===== config.mk =====
export PLATFORM = sky130hd
export DESIGN_NAME = sse_energy_ctx
export DESIGN_NICKNAME = d
export VERILOG_FILES = /design/src/design/sse_pkg.sv /design/src/design/sse_ctx_mem.sv /design/src/design/sse_energy_ctx.sv
export SDC_FILE = /design/constraint.sdc
export NUM_CORES = 2
export LEC_CHECK = 0
export ABC_CLOCK_PERIOD_IN_PS = 166900
export BUFFER_PORTS_ARGS = -buffer_cell sky130_fd_sc_hd__buf_2
export CELL_PAD_IN_SITES_DETAIL_PLACEMENT = 0
export CELL_PAD_IN_SITES_GLOBAL_PLACEMENT = 1
export CORE_ASPECT_RATIO = 1.5
export CORE_UTILIZATION = 56
export DETAILED_ROUTE_END_ITERATION = 7
export GPL_TIMING_DRIVEN = 0
export PLACE_DENSITY_LB_ADDON = 0.25
export SETUP_SLACK_MARGIN = 0.05
export SYNTH_ARGS = -nofsm -noshare
export SYNTH_HDL_FRONTEND = slang
export SYNTH_SLANG_ARGS = --single-unit

===== constraint.sdc =====
create_clock -name clock -period 166.9 [get_ports clock]
set_clock_uncertainty 0.2 [all_clocks]
set_input_delay 16.69 -clock clock [delete_from_list [all_inputs] [get_ports clock]]
set_output_delay 16.69 -clock clock [all_outputs]
set_load 0.03 [all_outputs]

===== src/design/sse_pkg.sv =====
// Package: constants and types for the silence suppression energy context
`default_nettype none
package sse_pkg;
   localparam int unsigned SSE_CHANNELS    = 16;
   localparam int unsigned SSE_CH_W        = 4;
   localparam int unsigned SSE_DB_W        = 8;
   localparam int unsigned SSE_SUM_W       = 24;
   localparam int unsigned SSE_PER_W       = 8;
   localparam int unsigned SSE_UNDER_W     = 16;
   localparam int unsigned SSE_STREAM_W    = 2;
   localparam int unsigned SSE_MEM_W       = 1 + SSE_DB_W + SSE_SUM_W + SSE_PER_W + 1;

   // Register byte addresses
   localparam logic [7:0] SSE_REG_CTRL     = 8'h00;
   localparam logic [7:0] SSE_REG_PERIODS  = 8'h04;
   localparam logic [7:0] SSE_REG_CHSEL    = 8'h08;
   localparam logic [7:0] SSE_REG_CTX      = 8'h0C;
   localparam logic [7:0] SSE_REG_SUM      = 8'h10;
   localparam logic [7:0] SSE_REG_UNDER    = 8'h14;

   // Field positions
   localparam int unsigned SSE_CTRL_ADJ_BIT = 0;
   localparam int unsigned SSE_CTRL_THR_LSB = 8;
   localparam int unsigned SSE_PER_SUB_LSB  = 8;
   localparam int unsigned SSE_CTX_CTS_BIT  = 0;
   localparam int unsigned SSE_CTX_LAT_LSB  = 8;
   localparam int unsigned SSE_CTX_CNT_LSB  = 16;
   localparam int unsigned SSE_CTX_SUB_BIT  = 24;

   // Reset values and the never-refresh threshold
   localparam logic [SSE_DB_W-1:0]  SSE_THR_RST   = 8'h01;
   localparam logic [SSE_PER_W-1:0] SSE_FIRST_RST = 8'h04;
   localparam logic [SSE_PER_W-1:0] SSE_SUBS_RST  = 8'h10;
   localparam logic [SSE_DB_W-1:0]  SSE_THR_NEVER = 8'h80;

   localparam logic [SSE_STREAM_W-1:0] SSE_STREAM_ZERO = 2'h0;
   localparam logic [SSE_STREAM_W-1:0] SSE_STREAM_ONE  = 2'h1;
   localparam logic [SSE_STREAM_W-1:0] SSE_STREAM_TWO  = 2'h2;

   // State names the context access whose word arrives this cycle
   typedef enum logic [3:0] {
      SSE_IDLE  = 4'b0001,
      SSE_FRAME = 4'b0010,
      SSE_SWRD  = 4'b0100,
      SSE_SWWR  = 4'b1000
   } sse_state_t;
endpackage : sse_pkg
`default_nettype wire


===== src/design/sse_ctx_mem.sv =====
// Per-channel context memory with registered read data
`default_nettype none
module sse_ctx_mem
   import sse_pkg::*;
(
   input  wire logic                 clock,
   input  wire logic                 we,
   input  wire logic [SSE_CH_W-1:0]  waddr,
   input  wire logic [SSE_MEM_W-1:0] wdata,
   input  wire logic [SSE_CH_W-1:0]  raddr,
   output logic      [SSE_MEM_W-1:0] rdata
);
   logic [SSE_MEM_W-1:0] mem [SSE_CHANNELS];

   // No reset: software initialises every context before use
   always_ff @(posedge clock)
   begin
      if (we)
      begin
         mem[waddr] <= wdata;
      end
      rdata <= mem[raddr];
   end
endmodule // sse_ctx_mem
`default_nettype wire


===== src/design/sse_energy_ctx.sv =====
// Silence suppression energy context engine with register port
`default_nettype none
// Operation
// - Each channel keeps a talk flag, 0 while suppressing and 1 while not.
// - Each channel stores the last sent comfort noise energy exactly as sent.
// - A per-channel accumulator sums frame energies; software clears it before activation.
// - A per-channel period counter runs from zero to the first, then the subsequent, period.
// - At terminal count a noise level is averaged; it is stored only when it is sent.
// - The period counter clears on a non-silent frame; software zeroes it at init.
// - A free-running 16-bit wrapping counter counts underruns on the adjacent stream.
// - Select bit clear pairs stream zero with one; set pairs zero with two.
// - A refresh is sent only if the change is at least the threshold in dB.
// - The period values give the frame count averaged at onset and for refreshes.
module sse_energy_ctx
   import sse_pkg::*;
(
   input  wire logic                    clock,
   input  wire logic                    nrst,
   input  wire logic [7:0]              addr,
   input  wire logic [31:0]             wdata,
   input  wire logic                    wr,
   input  wire logic                    rd,
   output logic      [31:0]             rdata,
   input  wire logic                    frame_valid,
   output logic                         frame_ready,
   input  wire logic [SSE_CH_W-1:0]     frame_ch,
   input  wire logic                    frame_silent,
   input  wire logic [SSE_DB_W-1:0]     frame_energy,
   input  wire logic                    underrun,
   input  wire logic [SSE_STREAM_W-1:0] underrun_stream,
   output logic                         cn_send,
   output logic      [SSE_CH_W-1:0]     cn_ch,
   output logic      [SSE_DB_W-1:0]     cn_energy
);
   typedef struct packed {
      sse_state_t                 st;
      logic                       adj_sel;
      logic [SSE_DB_W-1:0]        thr;
      logic [SSE_PER_W-1:0]       first_per;
      logic [SSE_PER_W-1:0]       subs_per;
      logic [SSE_CH_W-1:0]        chsel;
      logic [SSE_CH_W-1:0]        ch;
      logic                       silent;
      logic [SSE_DB_W-1:0]        energy;
      logic [SSE_UNDER_W-1:0]     under;
      logic [31:0]                rdata;
      logic                       send;
      logic [SSE_CH_W-1:0]        cn_ch;
      logic [SSE_DB_W-1:0]        cn_energy;
      logic                       sw_sum;
      logic [31:0]                sw_word;
      logic                       fwd;
      logic [SSE_MEM_W-1:0]       fwd_word;
   } sse_regs_t;

   sse_regs_t s_q;
   sse_regs_t s_d;

   logic                 mem_we;
   logic [SSE_CH_W-1:0]  mem_waddr;
   logic [SSE_MEM_W-1:0] mem_wdata;
   logic [SSE_CH_W-1:0]  mem_raddr;
   logic [SSE_MEM_W-1:0] mem_rdata;

   logic                 c_cts;
   logic [SSE_DB_W-1:0]  c_lat;
   logic [SSE_SUM_W-1:0] c_sum;
   logic [SSE_PER_W-1:0] c_cnt;
   logic                 c_subs;
   logic                 n_cts;
   logic [SSE_DB_W-1:0]  n_lat;
   logic [SSE_SUM_W-1:0] n_sum;
   logic [SSE_PER_W-1:0] n_cnt;
   logic                 n_subs;
   logic [SSE_PER_W-1:0] term;
   logic [SSE_SUM_W-1:0] avg;
   logic [SSE_DB_W-1:0]  new_db;
   logic [SSE_DB_W-1:0]  diff;
   logic                 sw_ctx_wr;
   logic                 sw_sum_wr;
   logic                 sw_ctx_rd;
   logic                 under_hit;
   logic                 under_load;
   logic [SSE_MEM_W-1:0] ctx_word;

   assign ctx_word    = s_q.fwd ? s_q.fwd_word : mem_rdata;
   assign {c_cts, c_lat, c_sum, c_cnt, c_subs} = ctx_word;
   assign sw_ctx_wr   = wr && (addr == SSE_REG_CTX);
   assign sw_sum_wr   = wr && (addr == SSE_REG_SUM);
   assign sw_ctx_rd   = rd && ((addr == SSE_REG_CTX) || (addr == SSE_REG_SUM));
   assign under_hit   = underrun && (underrun_stream == (s_q.adj_sel ? SSE_STREAM_TWO : SSE_STREAM_ONE));
   assign under_load  = wr && (addr == SSE_REG_UNDER);
   // Software context accesses take the port; the frame waits a cycle
   assign frame_ready = !sw_ctx_wr && !sw_sum_wr && !sw_ctx_rd;

   sse_ctx_mem u_mem (
      .clock (clock),
      .we    (mem_we),
      .waddr (mem_waddr),
      .wdata (mem_wdata),
      .raddr (mem_raddr),
      .rdata (mem_rdata)
   );

   always_comb
   begin
      s_d       = s_q;
      s_d.send  = 1'b0;
      mem_we    = 1'b0;
      mem_waddr = s_q.ch;
      mem_wdata = mem_rdata;
      mem_raddr = frame_ready ? frame_ch : s_q.chsel;
      n_cts     = c_cts;
      n_lat     = c_lat;
      n_sum     = c_sum;
      n_cnt     = c_cnt;
      n_subs    = c_subs;
      term      = c_subs ? s_q.subs_per : s_q.first_per;
      avg       = '0;
      new_db    = '0;
      diff      = '0;

      // Wraps by width, never saturates
      if (under_hit)
      begin
         s_d.under = s_q.under + 16'h0001;
      end

      if (wr)
      begin
         if (addr == SSE_REG_CTRL)
         begin
            s_d.adj_sel = wdata[SSE_CTRL_ADJ_BIT];
            s_d.thr    = wdata[SSE_CTRL_THR_LSB +: SSE_DB_W];
         end
         else if (addr == SSE_REG_PERIODS)
         begin
            s_d.first_per = wdata[SSE_PER_W-1:0];
            s_d.subs_per  = wdata[SSE_PER_SUB_LSB +: SSE_PER_W];
         end
         else if (addr == SSE_REG_CHSEL)
         begin
            s_d.chsel = wdata[SSE_CH_W-1:0];
         end
         else if (addr == SSE_REG_UNDER)
         begin
            s_d.under = wdata[SSE_UNDER_W-1:0];
         end
      end

      if (rd)
      begin
         if (addr == SSE_REG_CTRL)
         begin
            s_d.rdata = {16'h0000, s_q.thr, 7'h00, s_q.adj_sel};
         end
         else if (addr == SSE_REG_PERIODS)
         begin
            s_d.rdata = {16'h0000, s_q.subs_per, s_q.first_per};
         end
         else if (addr == SSE_REG_CHSEL)
         begin
            s_d.rdata = {28'h0000000, s_q.chsel};
         end
         else if (addr == SSE_REG_UNDER)
         begin
            s_d.rdata = {16'h0000, s_q.under};
         end
         else
         begin
            s_d.rdata = 32'h00000000;
         end
      end

      // Issue: one context access a cycle; software wins since it never waits
      if (sw_ctx_wr || sw_sum_wr)
      begin
         s_d.st      = SSE_SWWR;
         s_d.ch      = s_q.chsel;
         s_d.sw_sum  = sw_sum_wr;
         s_d.sw_word = wdata;
      end
      else if (sw_ctx_rd)
      begin
         s_d.st     = SSE_SWRD;
         s_d.sw_sum = (addr == SSE_REG_SUM);
      end
      else if (frame_valid)
      begin
         s_d.st     = SSE_FRAME;
         s_d.ch     = frame_ch;
         s_d.silent = frame_silent;
         s_d.energy = frame_energy;
      end
      else
      begin
         s_d.st = SSE_IDLE;
      end

      // Complete: the context word of last cycle's access is here now
      case (s_q.st)
         SSE_FRAME:
         begin
            begin
               mem_we = 1'b1;
               if (!s_q.silent)
               begin
                  n_cts  = 1'b1;
                  n_cnt  = '0;
                  n_sum  = '0;
                  n_subs = 1'b0;
               end
               else
               begin
                  n_cts = 1'b0;
                  n_sum = c_sum + {16'h0000, s_q.energy};
                  n_cnt = c_cnt + 8'h01;
                  if (n_cnt >= term)
                  begin
                     avg    = n_sum / {16'h0000, (term == 8'h00) ? 8'h01 : term};
                     new_db = avg[SSE_DB_W-1:0];
                     diff   = (new_db > c_lat) ? (new_db - c_lat) : (c_lat - new_db);
                     n_cnt  = '0;
                     n_sum  = '0;
                     n_subs = 1'b1;
                     if (!c_subs || ((s_q.thr != SSE_THR_NEVER) && (diff >= s_q.thr)))
                     begin
                        n_lat       = new_db;
                        s_d.send    = 1'b1;
                        s_d.cn_ch   = s_q.ch;
                        s_d.cn_energy = new_db;
                     end
                  end
               end
               mem_wdata = {n_cts, n_lat, n_sum, n_cnt, n_subs};
            end
         end
         SSE_SWWR:
         begin
            // Read-modify-write: a context write keeps the sum, a sum write the rest
            mem_we = 1'b1;
            if (s_q.sw_sum)
            begin
               mem_wdata = {c_cts, c_lat, s_q.sw_word[SSE_SUM_W-1:0], c_cnt, c_subs};
            end
            else
            begin
               mem_wdata = {s_q.sw_word[SSE_CTX_CTS_BIT], s_q.sw_word[SSE_CTX_LAT_LSB +: SSE_DB_W], c_sum,
                            s_q.sw_word[SSE_CTX_CNT_LSB +: SSE_PER_W], s_q.sw_word[SSE_CTX_SUB_BIT]};
            end
         end
         default:
         begin
            mem_we = 1'b0;
         end
      endcase
      // Memory reads the old word on a same-address write, so forward it
      s_d.fwd      = mem_we && (mem_waddr == mem_raddr);
      s_d.fwd_word = mem_wdata;
   end

   always_ff @(posedge clock)
   begin
      if (!nrst)
      begin
         s_q <= '{st: SSE_IDLE, thr: SSE_THR_RST, first_per: SSE_FIRST_RST, subs_per: SSE_SUBS_RST, default: '0};
      end
      else
      begin
         s_q <= s_d;
      end
   end

   a_ready_sw_first: assert property (@(posedge clock) disable iff (!nrst)
      (sw_ctx_wr || sw_sum_wr || sw_ctx_rd) |-> !frame_ready) else $error("frame taken beside a context access");
   a_under_adjacent: assert property (@(posedge clock) disable iff (!nrst)
      (under_hit && !under_load) |=> (s_q.under == $past(s_q.under) + 16'h0001)) else $error("underrun not counted");
   a_under_other: assert property (@(posedge clock) disable iff (!nrst)
      (!under_hit && !under_load) |=> $stable(s_q.under)) else $error("underrun counter moved");
   a_talk_on_voice: assert property (@(posedge clock) disable iff (!nrst)
      (s_q.st == SSE_FRAME) |-> (mem_we && (mem_wdata[SSE_MEM_W-1] == !s_q.silent))) else $error("talk flag wrong");
   a_count_clear: assert property (@(posedge clock) disable iff (!nrst)
      (s_q.st == SSE_FRAME && !s_q.silent) |-> (n_cnt == 8'h00)) else $error("period count not cleared");
   a_period_bound: assert property (@(posedge clock) disable iff (!nrst)
      (s_q.st == SSE_FRAME && s_q.silent) |-> (n_cnt < term || term == 8'h00)) else $error("period count past end");
   a_refresh_thresh: assert property (@(posedge clock) disable iff (!nrst)
      (s_d.send && c_subs) |-> (diff >= s_q.thr && s_q.thr != SSE_THR_NEVER)) else $error("refresh below threshold");
   a_latch_sent: assert property (@(posedge clock) disable iff (!nrst)
      s_d.send |-> (mem_we && n_lat == new_db)) else $error("sent energy not latched");
   c_onset_sent: cover property (@(posedge clock) disable iff (!nrst) s_d.send && !c_subs);
   c_refresh_sent: cover property (@(posedge clock) disable iff (!nrst) s_d.send && c_subs);
   c_fwd_used: cover property (@(posedge clock) disable iff (!nrst) s_q.fwd && s_q.st != SSE_IDLE);
   c_under_counted: cover property (@(posedge clock) disable iff (!nrst) under_hit);

   // Context reads come from the memory's output register, or from the forwarded word after a same-address write
   assign rdata     = (s_q.st != SSE_SWRD) ? s_q.rdata :
                      s_q.sw_sum ? {8'h00, c_sum} : {7'h00, c_subs, c_cnt, c_lat, 7'h00, c_cts};
   assign cn_send   = s_q.send;
   assign cn_ch     = s_q.cn_ch;
   assign cn_energy = s_q.cn_energy;
endmodule // sse_energy_ctx
`default_nettype wire


# Word-level counts from Yosys, hierarchy flattened

Memories as Yosys holds them, arrays and structs flattened. A register that Yosys moved wholly into a read port is not among the register bits.
Cells that the tools add are included.

RAM bits: 672
Output and inout port bits: 46
Register bits: 176
Latch bits: 0
Bits of input ports: 61
Memory bits (read-only): 0
Logic and storage cells: 118
Memories: 1

Mux-type cells: 42
$add $sub $neg: 5
$lt $le $gt $ge: 3
Divide/modulo/power cells: 1
Bitwise logic cells: 5
$mul: 0
Eq/ne operators: 12
Reduce and logical (&&, ||, !) cells: 29
Shift-type cells: 0

Memories:

| name      | depth | width | rd ports | clocked after Yosys merged registers in | wr ports | line              | text |
|---|---|---|---|---|---|---|---|
| u_mem.mem | 16    | 42    | 1        | 1                                       | 1        | sse_ctx_mem.sv:13 | `logic [SSE_MEM_W-1:0] mem [SSE_CHANNELS];` |

Operator list:

| cell                  | number |
|---|---|
| $mux 16               | 10 |
| $mux 42               | 2 |
| $pmux 42 s2           | 1 |
| $mux 8                | 8 |
| $mux 24               | 2 |
| $mux 13               | 3 |
| $mux 32               | 1 |
| $mux 25               | 1 |
| $add 24x8->24         | 1 |
| $div 24x8->24         | 1 |
| $add 16x1->16 const B | 1 |
| $eq 8x4->1 const B    | 2 |
| $eq 8x5->1 const B    | 2 |
| $ge 8x8->1            | 2 |
| $logic_not 8->1       | 2 |
| $mux 4                | 4 |
| $sub 8x8->8           | 2 |
| $reduce_and 4->1      | 3 |
| $add 8x1->8 const B   | 1 |
| $eq 8x3->1 const B    | 1 |
| $gt 8x8->1            | 1 |
| $logic_and 1x1->1     | 8 |
| $mux 1                | 8 |
| $ne 8x8->1 const B    | 1 |
| 15 further kinds      | 29 |

# Logic depth before layout (Yosys ltp)

Depth after elaboration: 14
Mapped depth: 348
Mapped depth without buffers: 325

# Hierarchy

From an unflattened synthesis, not the netlist that was laid out.

Cells, all modules: 3933
Area, all modules: 47130.2 µm²

By module, submodules not included:

| module         | instances | seq. area each (µm²) | area each (µm²) | cells each |
|---|---|---|---|---|
| sse_ctx_mem    | 1         | 21020.2              | 26058.7         | 1092 |
| sse_energy_ctx | 1         | 3203.1               | 21071.5         | 2841 |

# Worst setup path before layout

Ideal clock, no wire load.

Path type: reg2reg
Start point: reg s_q[42] in the netlist's numbering
End point: mem u_mem.mem[0][34] in the netlist's numbering (data pin)
Setup slack: 103412 ps
Required time: 166404 ps
Data arrival time: 62992 ps
Setup time: 296 ps
Cell stages (with the launch flop): 333
Clock period less this slack: 63488 ps
Path buffers: 27
Cells stage by stage: dfxtp_1 buf_2 buf_2 buf_1 clkbuf_1 clkbuf_1 buf_1 mux2_2 ha_1 nand2_1 o21ai_0 and4_1 and2_1 nand2_1 xor2_1 inv_1 ha_1 inv_1 [297 not listed] mux2i_1 xor2_1 ha_1 nor2b_1 o21ai_0 nand2b_1 a21oi_1 nor2b_1 o21ai_0 nand2b_1 a21oi_1 a41oi_1 o21ai_0 clkbuf_1 nand2_1 nand2_1 a221oi_1 a21oi_1

Longest elaborated chain between the ends: 14
Elaborated cells on any way between the ends: 21

Ends and longest elaborated chain:

| element                                                                | line                  | text |
|---|---|---|
| start: declaration                                                     | sse_energy_ctx.sv:56  | `sse_regs_t s_q;` |
| start signal: assignment                                               | sse_energy_ctx.sv:266 | `s_q <= '{st: SSE_IDLE, thr: SSE_THR_RST, first_per: SSE_FIRST_RST, subs_per: SSE_SUBS_RST, default: '0};` |
| start signal: assignment                                               | sse_energy_ctx.sv:270 | `s_q <= s_d;` |
| $mux 42 (*)                                                            | sse_energy_ctx.sv:86  | `assign ctx_word = s_q.fwd ? s_q.fwd_word : mem_rdata;` |
| parallel branches: the longest is 12 deep, another holds $add 24x8->24 | --                    |  |
| $pmux 42 s2 (*)                                                        | sse_energy_ctx.sv:201 | `case (s_q.st)` |
| net mem_wdata[34]                                                      | sse_energy_ctx.sv:61  | `logic [SSE_MEM_W-1:0] mem_wdata;` |
| end: declaration                                                       | sse_ctx_mem.sv:13     |  |

Mark *: on every way through the listed nets, which the timed path passes.

# Worst setup path in the final report

Start point: reg s_q[42] in the netlist's numbering
End point: mem u_mem.mem[9][35] in the netlist's numbering (data pin)

The elaborated chain is that of the path after synthesis.

==> results.sh <==
export IMPL_ys_ff_latch=874
export IMPL_initial_utilization=0.5653
export IMPL_syn_cell_area_sq_um=47990
export IMPL_cts_buffers=76
export IMPL_min_from="s_q[47]$_SDFFE_PN0P_"
export IMPL_worstPathRequired_ns=166.96
export IMPL_maxSlewViolCount=0
export IMPL_io_buffer_count=92
export IMPL_max_cap_viol_count=0
export IMPL_rsz0062_at_grt="no"
export IMPL_critPathMaxFanout=17
export IMPL_rr_startpoint="s_q[42]$_SDFF_PN0_"
export IMPL_die_area_sq_um=86900
export IMPL_final_hold_violation_count=0
export IMPL_async_reset_ff_frac=0
export IMPL_seq_area_frac_synth=0.5047
export IMPL_postSynthAreaPerCell_sq_um=11.64
export IMPL_grt_start_max_net_pins=27
export IMPL_wl_per_cell_um=27.17
export IMPL_fp_row_count=131
export IMPL_cts_sinks=874
export IMPL_cts_tree="built"
export IMPL_startpoint="s_q[42]$_SDFF_PN0_"
export IMPL_hold_buffers=0
export IMPL_yosysMostFrequentCell="edfxtp_1"
export IMPL_post_cts_resized=0
export IMPL_diodes=0
export IMPL_dp_hpwl_um=113500
export IMPL_tightest_slew_ns=1.433
export IMPL_critPathMaxStageDelay_ns=1.09
export IMPL_maxSlewHeadroom=0.04142
export IMPL_drtIter0Drc=2629
export IMPL_syn_inst=4124
export IMPL_vias=35585
export IMPL_clk_path_buf_depth=3
export IMPL_hold_path_class="flop to flop"
export IMPL_synthToLayoutAreaGrowth_pct=11.32
export IMPL_grt_first_pass_wirelength_um=221500
export IMPL_critPathSlowestCell="a21oi_1"
export IMPL_crit_arrival_ns=80.24
export IMPL_num_nets_final=4609
export IMPL_grt_overflow=0
export IMPL_antenna_found_initial=0
export IMPL_fin_crit_ns=80.19
export IMPL_die_y_um=360.6
export IMPL_post_cts_buffers=0
export IMPL_fillerInstances=6756
export IMPL_synth_top_area_cell="edfxtp_1"
export IMPL_setup_tns_ns=0
export IMPL_yosysWarningCount=0
export IMPL_drive_above_1_share=0.1461
export IMPL_clk_latency_ns=0.67
export IMPL_period_share=0.4804
export IMPL_drt_pre_antenna_iters=8
export IMPL_vias_per_cell=6.433
export IMPL_setup_viol=0
export IMPL_cts_root_buffer="clkbuf_16"
export IMPL_wl_um=150300
export IMPL_drc=0
export IMPL_ys_flop_type="edfxtp_1"
export IMPL_htree_levels=3
export IMPL_synth_edf_count=672
export IMPL_multi_input_area_sq_um=22890
export IMPL_ant_nets=0
export IMPL_netlist_cell_type_count=123
export IMPL_seq_area_sq_um=24220
export IMPL_core_area_sq_um=84900
export IMPL_fmax_mhz=12.47
export IMPL_ys_top_cells_by_count="edfxtp_1, nand2_1, nor2_1"
export IMPL_synth_top_area_frac=0.4204
export IMPL_grt_pass1_vias=36069
export IMPL_crit_top_cell="o21a_1"
export IMPL_status="finished clean"
export IMPL_synth_top_cells_by_area="edfxtp_1, dfxtp_1, mux4_2"
export IMPL_clkTransAtPathRegs_ns=0.07
export IMPL_track_usage=0.3484
export IMPL_start_kind="flop"
export IMPL_finalWeightedCongestion=1.064
export IMPL_crit_type="flop to flop"
export IMPL_pin_count=107
export IMPL_die_w_um=241.0
export IMPL_end_kind="flop"
[flip-flops by register name (all words and copies together) (netlist names)]
name,count
s_q,143
cn_energy,8
u_mem.rdata,42
cn_ch,4
u_mem.mem,672
mem_waddr,4
cn_send,1
[stage by stage]
stage	cells	hold WS (ns)	area (sq um)	utilization	setup WS, ns
final	5532	0.2698	53430	0.6293	86.71
after global routing	5532	0.2851	53430	0.6293	80.78
after CTS	5531	0.2689	53380	0.6287	87.06
after detailed placement	5390	0.2594	50710	0.5973	87.41
after global placement	5352	0.2520	49890	0.5876	87.48
after floorplan	4130	0.2383	48020	-	103.41
[kinds of logic (layout without fill, tap and decap cells)]
logic type / Yosys count / count (layout) / share of synthesized area
XOR/XNOR: 126 / 126 / 0.02299
adder cells (fa/ha/maj): 209 / 209 / 0.05495
buffers and inverters: 276 / 548 / 0.02378
multiplexers: 332 / 332 / 0.1156
AND/OR/NAND/NOR: 1350 / 1350 / 0.1361
other: 1 / 7 / 0.00007813
AO/OA/AOI/OAI: 956 / 956 / 0.1418
flip-flops: 874 / 874 / 0.5047
[path summary, 6_finish.rpt]
check / endpoint / slack [ns] / cells after the start
worst max-delay path: u_mem.mem[9][35]$_DFFE_PP_ / 86.71 / 332
worst max register to register: u_mem.mem[9][35]$_DFFE_PP_ / 86.71 / 332
worst min register to register: s_q[47]$_SDFFE_PN0P_ / 0.27 / 2
worst min-delay path: s_q[47]$_SDFFE_PN0P_ / 0.27 / 2
[layout by cell type (no fill, tap or decap), types with 112 or more instances in the layout]
master    Yosys  routed
edfxtp_1    672     672
clkbuf_1    138     149
o21ai_0     126     126
mux4_2      168     168
a21oi_1     165     162
ha_1        206     206
nand2_1     444     444
dfxtp_1     202     202
nor2_1      294     282
nor3_1      139     135
and2_1      112     112
[cell type report]
cell class	count	area share
plain buffers	195	0.01567
repair buffers	131	0.02047
clock buffers	96	0.03911
inverters	81	0.005690
flip-flops and latches	874	0.4534
multi-input cells	2980	0.4285
clock inverters	45	0.01077
well taps	1130	0.02646
[metal layers]
layer | wire, um | GRT usage | up-vias
met5 | 0 | 0 | -
met1 | 52470 | 0.3751 | 17570
met2 | 78260 | 0.6305 | 1383
met4 | 11150 | 0.2280 | 0
met3 | 8388 | 0.04689 | 428
li1 | - | - | 16204
[worst max-delay path, delay by kind of cell (launching register included)]
kind            cells  cell delay (ns)
mux                10             3.20
compound gates    160            36.70
xor+xnor            2             0.54
buf+inv            41            11.81
flops               1             0.30
fa+ha+maj          28             8.62
simple gates       91            18.25
Power is not shown: default switching activity piles up to over one toggle a cycle in this logic, so the estimate is an artifact.
